`src/core/adcrc_pkg.sv`:
```
package adcrc_pkg;

  // Printed offsets are consecutive, not four apart, so they are register indices.
  localparam logic [15:0] IDX_CTRL_STATUS = 16'h0070;
  localparam logic [15:0] IDX_RESULT_HIGH = 16'h0071;
  localparam logic [15:0] IDX_RESULT_LOW  = 16'h0072;
  localparam logic [15:0] IDX_IRQ_STATUS  = 16'h0073;
  localparam logic [15:0] IDX_IRQ_MASK    = 16'h0074;

  localparam int unsigned ADDR_W = 12;

  localparam int unsigned POS_DONE   = 7;
  localparam int unsigned POS_SPEED  = 6;
  localparam int unsigned POS_ON     = 5;
  localparam int unsigned POS_RSVD   = 4;
  localparam int unsigned RES_W      = 10;

  localparam logic [7:0] CSR_RESET    = 8'h00;
  localparam logic [7:0] CSR_WR_MASK  = 8'h6F;
  localparam logic [7:0] RES_RESET    = 8'h00;

  // Converter clock dividers: slow is pclk/4, fast is pclk/2.
  localparam logic [1:0] DIV_SLOW_LAST = 2'h3;
  localparam logic [1:0] DIV_FAST_LAST = 2'h1;

  // Interrupt status bit positions.
  localparam int unsigned IRQ_DONE = 0;
  localparam int unsigned IRQ_W    = 1;

  typedef struct packed {
    logic       speed;
    logic       on;
    logic [3:0] channel_select;
  } adcrc_cfg_t;

  typedef struct packed {
    logic             start;
    logic             convert_tick;
    logic [3:0]       channel_select;
  } adcrc_core_req_t;

  typedef enum logic [1:0] {
    ADCRC_IDLE,
    ADCRC_START,
    ADCRC_BUSY
  } adcrc_state_t;

endpackage

```
`src/core/adcrc_top.sv`:
```
`timescale 1ns/10ps
// Behaviour
// - High byte read or control write clears done
// - Control register writable except read-only done bit and bit four, which stays zero
// - Speed bit: 0 divides by four, 1 by two
// - On bit enables; clearing stops conversion
// - Channel field selects input n directly
// - High byte shows result bits nine to two
// - Low byte shows bits one, zero; rest zero
// - Registers at five consecutive word addresses
// - Converts continuously; sets done, updates result
// - Channel change restarts conversion, clears done
module adcrc_top (
  // APB clock and reset
  input  wire logic                       pclk,
  input  wire logic                       presetn,
  // APB slave
  input  wire logic                       psel,
  input  wire logic                       penable,
  input  wire logic                       pwrite,
  input  wire logic [adcrc_pkg::ADDR_W-1:0] paddr,
  input  wire logic [31:0]                pwdata,
  output logic      [31:0]                prdata,
  output logic                            pready,
  output logic                            pslverr,
  // Converter core
  output adcrc_pkg::adcrc_core_req_t      core_req,
  output logic                            core_enable,
  input  wire logic                       core_done,
  input  wire logic [adcrc_pkg::RES_W-1:0] core_result,
  // Interrupt
  output logic                            irq
);

  logic [7:0]                       csr_ff;
  logic [7:0]                       nxt_csr;
  logic [adcrc_pkg::RES_W-1:0]      result_ff;
  logic [adcrc_pkg::IRQ_W-1:0]      irq_status_ff;
  logic [adcrc_pkg::IRQ_W-1:0]      nxt_irq_status;
  logic [adcrc_pkg::IRQ_W-1:0]      irq_mask_ff;
  logic [1:0]                       div_ff;
  adcrc_pkg::adcrc_state_t          state_ff;
  adcrc_pkg::adcrc_state_t          nxt_state;
  adcrc_pkg::adcrc_cfg_t            cfg;
  logic [31:0]                      nxt_prdata;

  // Byte address to register index. An unaligned address matches no register.
  function automatic logic idx_hit(input logic [adcrc_pkg::ADDR_W-1:0] a,
                                   input logic [15:0]                  idx);
    idx_hit = (a[1:0] == 2'h0) && ({6'h00, a[adcrc_pkg::ADDR_W-1:2]} == idx);
  endfunction

  // The slave answers in the first access cycle, so pready is a registered
  // copy of the setup phase and every transfer takes exactly two cycles.
  wire setup_phase = psel && !penable;
  wire access      = psel && penable && pready;
  wire wr          = access && pwrite;
  wire rd          = access && !pwrite;

  wire hit_csr  = idx_hit(paddr, adcrc_pkg::IDX_CTRL_STATUS);
  wire hit_hi   = idx_hit(paddr, adcrc_pkg::IDX_RESULT_HIGH);
  wire hit_lo   = idx_hit(paddr, adcrc_pkg::IDX_RESULT_LOW);
  wire hit_ist  = idx_hit(paddr, adcrc_pkg::IDX_IRQ_STATUS);
  wire hit_imsk = idx_hit(paddr, adcrc_pkg::IDX_IRQ_MASK);
  wire hit_any  = hit_csr || hit_hi || hit_lo || hit_ist || hit_imsk;

  wire wr_csr   = wr && hit_csr;
  wire rd_hi    = rd && hit_hi;

  assign cfg.speed          = csr_ff[adcrc_pkg::POS_SPEED];
  assign cfg.on             = csr_ff[adcrc_pkg::POS_ON];
  assign cfg.channel_select = csr_ff[3:0];

  // Bit four is kept at zero in hardware, whatever software writes.
  wire [7:0] csr_wr_val = pwdata[7:0] & adcrc_pkg::CSR_WR_MASK;
  wire       new_on     = csr_wr_val[adcrc_pkg::POS_ON];
  wire       chan_chg   = wr_csr && (csr_wr_val[3:0] != cfg.channel_select);
  wire       on_rise    = wr_csr && new_on && !cfg.on;
  wire       turn_off   = wr_csr && !new_on;

  // Converter clock tick, one pclk pulse per converter clock period.
  wire [1:0] div_last = cfg.speed ? adcrc_pkg::DIV_FAST_LAST
                                  : adcrc_pkg::DIV_SLOW_LAST;
  wire       div_wrap = (div_ff >= div_last);
  wire [1:0] nxt_div  = (!cfg.on || div_wrap) ? 2'h0 : div_ff + 2'h1;

  // A done strobe only counts while busy and not being disabled or redirected.
  wire done_ok = core_done && (state_ff == adcrc_pkg::ADCRC_BUSY) && cfg.on
                 && !turn_off && !chan_chg;

  always_comb begin
    nxt_state = state_ff;
    case (state_ff)
      adcrc_pkg::ADCRC_IDLE: begin
        if (on_rise) begin
          nxt_state = adcrc_pkg::ADCRC_START;
        end
      end
      adcrc_pkg::ADCRC_START: begin
        nxt_state = adcrc_pkg::ADCRC_BUSY;
      end
      adcrc_pkg::ADCRC_BUSY: begin
        if (chan_chg || done_ok) begin
          nxt_state = adcrc_pkg::ADCRC_START;
        end
      end
      default: begin
        nxt_state = adcrc_pkg::ADCRC_IDLE;
      end
    endcase
    if (turn_off) begin
      nxt_state = adcrc_pkg::ADCRC_IDLE;
    end
  end

  // Done flag: a completing conversion wins over a clearing access in the same
  // cycle, except when that access disables or redirects the converter.
  always_comb begin
    nxt_csr = csr_ff;
    if (wr_csr) begin
      nxt_csr = csr_wr_val;
    end else if (rd_hi) begin
      nxt_csr[adcrc_pkg::POS_DONE] = 1'b0;
    end
    if (done_ok) begin
      nxt_csr[adcrc_pkg::POS_DONE] = 1'b1;
    end
  end

  always_comb begin
    nxt_irq_status = irq_status_ff;
    if (wr && hit_ist) begin
      nxt_irq_status = irq_status_ff & ~pwdata[adcrc_pkg::IRQ_W-1:0];
    end
    if (done_ok) begin
      nxt_irq_status[adcrc_pkg::IRQ_DONE] = 1'b1;
    end
  end

  // Result bits sit unlatched, so a read pair can straddle a completion.
  wire [7:0] result_high = result_ff[9:2];
  wire [7:0] result_low  = {6'h00, result_ff[1:0]};

  // Read words of each register, zero above the bits that the register holds.
  wire [31:0] word_csr  = {24'h000000, csr_ff};
  wire [31:0] word_hi   = {24'h000000, result_high};
  wire [31:0] word_lo   = {24'h000000, result_low};
  wire [31:0] word_ist  = {31'h00000000, irq_status_ff};
  wire [31:0] word_imsk = {31'h00000000, irq_mask_ff};

  assign nxt_prdata = hit_csr  ? word_csr :
                      hit_hi   ? word_hi :
                      hit_lo   ? word_lo :
                      hit_ist  ? word_ist :
                      hit_imsk ? word_imsk : 32'h00000000;

  // Next values for the registers that the blocks below only load. Keeping the
  // choice in named wires leaves each flip-flop block a plain reset or load.
  wire [adcrc_pkg::RES_W-1:0] nxt_result   = done_ok ? core_result : result_ff;
  wire [adcrc_pkg::IRQ_W-1:0] nxt_irq_mask = (wr && hit_imsk) ? pwdata[adcrc_pkg::IRQ_W-1:0]
                                                              : irq_mask_ff;

  // Read data is chosen during the setup phase, so it already stands when pready
  // rises. Outside a read answer the data bus is held at zero.
  wire        nxt_pready  = setup_phase;
  wire [31:0] nxt_rd_word = (setup_phase && !pwrite) ? nxt_prdata : 32'h00000000;
  wire        nxt_pslverr = setup_phase && !hit_any;

  // Converter requests are built from next-state values, so a start pulse and the
  // channel that it applies to reach the core in the same cycle.
  wire        nxt_start   = (nxt_state == adcrc_pkg::ADCRC_START);
  wire        nxt_on      = nxt_csr[adcrc_pkg::POS_ON];
  wire        nxt_tick    = nxt_on && (nxt_div == 2'h0);
  wire [3:0]  nxt_channel = nxt_csr[3:0];

  // The interrupt follows the status as it will be, one cycle after the event.
  wire        nxt_irq     = |(nxt_irq_status & irq_mask_ff);

  // Control and status register. The done flag inside it is owned by hardware and
  // only the masked write value reaches the other bits.
  always_ff @(posedge pclk or negedge presetn) begin
    if (!presetn) begin
      csr_ff <= adcrc_pkg::CSR_RESET;
    end else begin
      csr_ff <= nxt_csr;
    end
  end

  // Result bits. They load only on an accepted done strobe, so a disable or a
  // channel change in the same cycle leaves the previous result standing.
  always_ff @(posedge pclk or negedge presetn) begin
    if (!presetn) begin
      result_ff <= {adcrc_pkg::RES_W{1'b0}};
    end else begin
      result_ff <= nxt_result;
    end
  end

  // Sequencer state. Reset puts it in idle, and only a fresh rise of the on bit
  // leaves idle again.
  always_ff @(posedge pclk or negedge presetn) begin
    if (!presetn) begin
      state_ff <= adcrc_pkg::ADCRC_IDLE;
    end else begin
      state_ff <= nxt_state;
    end
  end

  // Converter clock divider. It is held at zero while the converter is off, so
  // the first tick after enabling comes at a fixed point. A speed change takes
  // effect at once on the running count, which may shorten one converter clock period.
  always_ff @(posedge pclk or negedge presetn) begin
    if (!presetn) begin
      div_ff <= 2'h0;
    end else begin
      div_ff <= nxt_div;
    end
  end

  // Interrupt status, set by events and cleared by writing ones. A set in the
  // same cycle as its clear wins, so no event is lost.
  always_ff @(posedge pclk or negedge presetn) begin
    if (!presetn) begin
      irq_status_ff <= '0;
    end else begin
      irq_status_ff <= nxt_irq_status;
    end
  end

  // Interrupt mask. A one lets the matching status bit reach the interrupt pin.
  always_ff @(posedge pclk or negedge presetn) begin
    if (!presetn) begin
      irq_mask_ff <= '0;
    end else begin
      irq_mask_ff <= nxt_irq_mask;
    end
  end

  // Bus handshake. Every transfer is answered in its first access cycle, so no
  // wait state is ever inserted.
  always_ff @(posedge pclk or negedge presetn) begin
    if (!presetn) begin
      pready <= 1'b0;
    end else begin
      pready <= nxt_pready;
    end
  end

  // Read data. It stands for the one cycle in which pready is high and is zero
  // for writes.
  always_ff @(posedge pclk or negedge presetn) begin
    if (!presetn) begin
      prdata <= 32'h00000000;
    end else begin
      prdata <= nxt_rd_word;
    end
  end

  // Error response for addresses that hold no register. Writes to them are lost
  // and reads return zero.
  always_ff @(posedge pclk or negedge presetn) begin
    if (!presetn) begin
      pslverr <= 1'b0;
    end else begin
      pslverr <= nxt_pslverr;
    end
  end

  // Requests to the converter core. A start pulse lasts one cycle and the tick
  // runs only while the converter is on.
  always_ff @(posedge pclk or negedge presetn) begin
    if (!presetn) begin
      core_req <= '0;
    end else begin
      core_req.start          <= nxt_start;
      core_req.convert_tick   <= nxt_tick;
      core_req.channel_select <= nxt_channel;
    end
  end

  // Converter power enable. It copies the on bit so that the analog part is
  // powered down in the same cycle as the sequencer returns to idle.
  always_ff @(posedge pclk or negedge presetn) begin
    if (!presetn) begin
      core_enable <= 1'b0;
    end else begin
      core_enable <= nxt_on;
    end
  end

  // Level interrupt. It stays high while an unmasked status bit is set, until
  // software clears that bit or masks it.
  always_ff @(posedge pclk or negedge presetn) begin
    if (!presetn) begin
      irq <= 1'b0;
    end else begin
      irq <= nxt_irq;
    end
  end

endmodule

```
`config.mk`:
```
export PLATFORM = sky130hd
export DESIGN_NAME = adcrc_top
export DESIGN_NICKNAME = d
export VERILOG_FILES = /design/src/core/adcrc_pkg.sv /design/src/core/adcrc_top.sv
export SDC_FILE = /design/constraint.sdc
export NUM_CORES = 1
export LEC_CHECK = 0
export BUFFER_PORTS_ARGS = -buffer_cell sky130_fd_sc_hd__buf_2
export CORE_MARGIN = 4
export CORE_UTILIZATION = 40
export CTS_CLUSTER_DIAMETER = 200
export DETAILED_ROUTE_END_ITERATION = 12
export GPL_TIMING_DRIVEN = 1
export PLACE_DENSITY = 0.8
export SETUP_SLACK_MARGIN = 0.1
export SLEW_MARGIN = 40
export SYNTH_ARGS = -nofsm -noshare
export SYNTH_HDL_FRONTEND = slang
export SYNTH_SLANG_ARGS = --single-unit
```
`constraint.sdc`:
```
create_clock -name pclk -period 1.9 [get_ports pclk]
set_input_delay 0.38 -clock pclk [delete_from_list [all_inputs] [get_ports pclk]]
set_output_delay 0.38 -clock pclk [all_outputs]
set_load 0.005 [all_outputs]
```
# Word-level counts from Yosys, hierarchy flattened
# Index checks and enable logic that the tools add are counted.
# W data, S select, Z words.
totals:
  register_bits: 41
  input_bits: 60
  out_inout_bits: 42
  word_cells: 90
op_classes:
  add_sub_neg: 1
  n_lt_le_gt_ge: 1
  n_eq_ne: 9
  mux: 18
  bitwise_logic: 3
  n_reduce_logical: 42
ops:
  columns: ["cell", "n"]
  rows:
  - ["$eq A10 B7 Y1 const B", 5]
  - ["$logic_and A1 B1 Y1", 25]
  - ["$mux W8", 3]
  - ["$mux W2", 6]
  - ["$logic_not A1 Y1", 7]
  - ["$mux W1", 7]
  - ["$logic_not A2 Y1", 3]
  - ["$logic_or A1 B1 Y1", 6]
  - ["$mux W6", 1]
  - ["$pmux W2 S3", 1]
  - ["$eq A2 B1 Y1 const B", 2]
  - ["$ne A4 B4 Y1", 1]
  - ["$reduce_bool A3 Y1", 1]
  - ["$add A2 B1 Y2 const B", 1]
  - ["$and A1 B1 Y1", 2]
  - ["$eq A2 B2 Y1 const B", 1]
  - ["$ge A2 B2 Y1", 1]
  - ["$not A1 Y1", 1]

# Logic depth before layout (Yosys ltp)
logic_depth:
  depth_word: 13
  mapped_depth: 6
  depth_no_buf: 4

# Worst setup path before layout
# No wires, ideal clock.
synth_path:
  kind: "input -> register"
  from: "input paddr[2] (netlist bit)"
  to: "register result_ff[0] (netlist bit)"
  setup_ns: 0.125
  arrival_ns: 2.082
  required_time_ns: 1.775
  path_slack_ns: -0.307
  stages: 6
  path_buffers: 2
  cell_sequence: "buf_6 > or4_1 > or4_1 > a22o_1 > buf_6 > mux2_4"
synth_via:
  elab_chain_cells: 7
synth_lines:
  columns: ["element", "line", "text"]
  rows:
  - ["start: declaration", "adcrc_top.sv:21", "input wire logic [adcrc_pkg::ADDR_W-1:0] paddr,"]
  - ["$eq A10 B7 Y1 *", "adcrc_top.sv:50", "idx_hit = (a[1:0] == 2'h0) && ({6'h00, a[adcrc_pkg::ADDR_W-1:2]} == idx);"]
  - ["$logic_and A1 B1 Y1 *", "adcrc_top.sv:50", null]
  - ["$logic_and A1 B1 Y1 *", "adcrc_top.sv:67", "wire wr_csr = wr && hit_csr;"]
  - ["$logic_and A1 B1 Y1", "adcrc_top.sv:79", "wire turn_off = wr_csr && !new_on;"]
  - ["$logic_not A1 Y1", "adcrc_top.sv:89", "&& !turn_off && !chan_chg;"]
  - ["$logic_and A1 B1 Y1", "adcrc_top.sv:89", null]
  - ["$logic_and A1 B1 Y1 *", "adcrc_top.sv:89", null]
  - ["end signal: assignment", "adcrc_top.sv:193", "result_ff <= {adcrc_pkg::RES_W{1'b0}};"]
  - ["end signal: assignment", "adcrc_top.sv:195", "result_ff <= nxt_result;"]
  - ["end: declaration", "adcrc_top.sv:37", "logic [adcrc_pkg::RES_W-1:0] result_ff;"]
# Mark *: on every way between the ends. The rest lies on a longest branch, timed or not.
# A chain may end at the register's enable or synchronous reset.

# Final worst setup path
layout_path:
  from: "input paddr[2] (netlist bit)"
  to: "register result_ff[3] (netlist bit)"
# Same word-level chain as after synthesis.

==> summary.md <==
| Metric | Value |
|---|---|
| Failing checks | `negative setup slack` |
| Hold Slack | `0.112 ns` |
| Initial antenna violation count | `0` |
| # diodes | `0` |
| DR vias | `1,486` |
| FFs w/ async S/R, synth | `1.00` |
| Crit share post-route | `1.07` |
| Vias per cell | `4.92` |
| Residual DRC | `0` |
| First drt pass iteration count | `4` |
| Critical path startpoint category | `primary input` |
| Peak Freq | `490 MHz` |
| Netlist cell types | `44` |
| CP Capture Type | `flip-flop` |
| Synth Cell Area | `0.00192 mm^2` |
| End point of the critical path | `result_ff[3]` |
| Met2 Usage GRT | `0.264` |
| Number of synthesized register bits | `36` |
| Post-route ant nets | `0` |
| Die X | `77.3 um` |
| I/O Pins | `102` |
| YS warnings | `0` |
| Top_reg_cell synth | `dfrtp_1` |
| Vias in the first global route | `1,452` |
| Critical Path Start | `paddr[2]` |
| Largest area contributor in the netlist | `dfrtp_1` |
| Pins Over Slew Limit | `0` |
| Total chip power | `1470 uW` |
| R2r setup slk | `0.04 ns` |
| Worst r2r dst | `result_ff[3]` |
| H-Tree Depth | `2` |
| Synth area leaders | `dfrtp_1 (47%), buf_4 (11%), mux2_4 (7.8%)` |
| Layout cells sized above 1 | `0.420` |
| Largest net degree at the start of global routing | `37` |
| WL/cell | `14.8 um` |
| WP data arrival | `2.22 ns` |
| Post-Syn Instances | `180` |
| Setup TNS | `-1.63 ns` |
| Crit path time final | `2.04 ns` |
| Remaining Overflow, GRT | `0` |
| Clock Tree Buf Depth | `2` |
| Tightest Hold Check Type | `primary input to async pin` |
| Cts hold-fix bufs | `0` |
| Leak | `0.00127 uW` |
| Gr busiest metal | `met2` |
| GRT Overall Usage | `0.148` |
| Post-synthesis sequential area ratio | `0.469` |
| Worst EP required | `2.08 ns` |
| Core footprint | `0.00450 mm^2` |
| Drt total wl | `4.46 mm` |
| Clk root buf | `clkbuf_8` |
| Nets | `310` |
| Initial DRC Count | `74` |
| FF-to-FF Start | `pready` |
| Skew final | `0.00999 ns` |
| Final Hold Fails | `0` |
| Multi-input gate area | `896 um^2` |
| Clk sinks | `36` |
| Area share of the largest cell type after synthesis | `0.469` |
| EDFF count, synth | `0` |
| CTS clock-pin slew for the worst setup and hold paths | `0.08 ns` |
| Unrepaired setup endpoints after global routing | `true` |
| Cells on worst reg2reg path | `5` |
| Status | `finished with violations` |
| Die H | `77.3 um` |
| Synth cell count leaders | `dfrtp_1 (36), buf_4 (28), nand2_1 (20)` |
| GPL Wtd Cong | `0.785` |
| DIE AREA | `0.00597 mm^2` |
| Top-count cell post-synth | `dfrtp_1` |
| CP Class | `primary input to flip-flop` |
| Port Buffers | `51` |
| Max-cap viol count | `0` |
| Setup ws final | `-0.140 ns` |
| Pwr/cell area | `606 mW/mm^2` |
| Num rows | `24` |
| Syn-to-layout area delta | `26.5%` |
| Routing usage on met3 | `0.0539` |
| First-pass GRT wire length | `6.98 mm` |
| # setup viols final | `17` |
| Worst-Skew Late Latency | `0.30 ns` |
| Storage element area | `901 um^2` |
| CTS tree | `yes` |
| Syn Area/Cell | `10.7 um^2` |
| Dpl ws | `-0.525 ns` |
| HPWL Detailed | `3.31 mm` |
| Crit Path Max Fanout | `5` |
| VDD IR max | `0.000238 V` |
| TritonCTS buffer count | `5` |
| Starting density of the core | `0.426` |
| Fill cell count | `397` |
| GRT met1 Usage | `0.165` |
-- metal layers --
layer,part of all wire,wire length [um],vias to the layer above
met2,0.53,2360,53
met3,0.068,305,7
li1,-,-,709
met4,0.012,54,0
met5,0,0,-
met1,0.39,1750,717
-- repair_timing --
action                                  CTS  global route
buffers inserted                          2             3
endpoints found under the setup margin   24            25
hold endpoints to repair                  0             0
pin swaps                                 3             3
gates resized for setup                   9             8
-- state kept, by name (all words and copies together) (netlist names) --
signal / flops
irq_status_ff: 1
irq: 1
irq_mask_ff: 1
pslverr: 1
pready: 1
div_ff: 2
prdata: 8
csr_ff: 6
core_req: 3
result_ff: 10
state_ff: 2
-- kinds of logic after synthesis --
group	Yosys count	synth area share
other	1	0.00195
muxes	18	0.121
AOI/OAI and AO/OA	20	0.0789
xor gates and xnor gates	5	0.0228
buffers and inverters	39	0.140
and+or+nand+nor	60	0.159
adders and majority gates	1	0.00652
DFF	36	0.469
-- layout make-up --
type	count	area share
Sequential cell	36	0.371
Timing Repair Buffer	74	0.189
Multi-Input combinational cell	128	0.369
Inverter	4	0.00618
Clock inverter	2	0.00412
Clock buffer	6	0.0340
Tap cell	52	0.0268
-- how the worst min path moves through the flow --
stage / slack, ns / start / cells past startpoint / end
3_5_place_dp: 0.44 / presetn / 2 / prdata[0]
6_report: 0.11 / presetn / 2 / prdata[3]
2_1_floorplan: 0.08 / presetn / 0 / core_req[2]
3_3_place_gp: 0.41 / div_ff[0] / 1 / div_ff[0]
4_1_cts: 0.13 / presetn / 2 / prdata[3]
5_1_grt: 0.15 / presetn / 2 / prdata[3]
-- cells in the final DEF, fill, tap and decap left out, types with 3 or more instances in the layout --
cell type	count
buf_6	5
mux2i_1	6
or4_4	4
nor2_1	13
buf_2	49
nand2_1	20
inv_1	4
clkbuf_8	6
o21a_1	4
dfrtp_1	36
nor4_1	3
mux2_4	11
conb_1	24
xnor2_1	5
nand2b_1	3
buf_4	19
-- worst max-delay path, cell delays in order --
cell,delay [ns]
buf_6,0.09
or4_4,0.52
or4_4,0.51
a22o_4,0.29
buf_6,0.14
mux2_4,0.29
-- power breakdown --
| part | total (uW) | internal, uW | switching [uW] | leakage (uW) |
|---|---|---|---|---|
| registers | 771 | 769 | 1.83 | 0.000496 |
| clock network | 571 | 289 | 282 | 0.0000510 |
| logic | 130 | 58.6 | 71.7 | 0.000727 |
-- metrics by stage --
| step | std cells | utilization | cell area, um^2 |
|---|---|---|---|
| finish | 302 | 0.539 | 2430 |
| global route | 302 | 0.539 | 2430 |
| CTS | 300 | 0.529 | 2380 |
| detailed placement | 290 | 0.496 | 2230 |
| global placement | 290 | 0.496 | 2230 |
| floorplan | 203 | - | 2030 |
No activity file was read; power rests on OpenSTA's default activity.
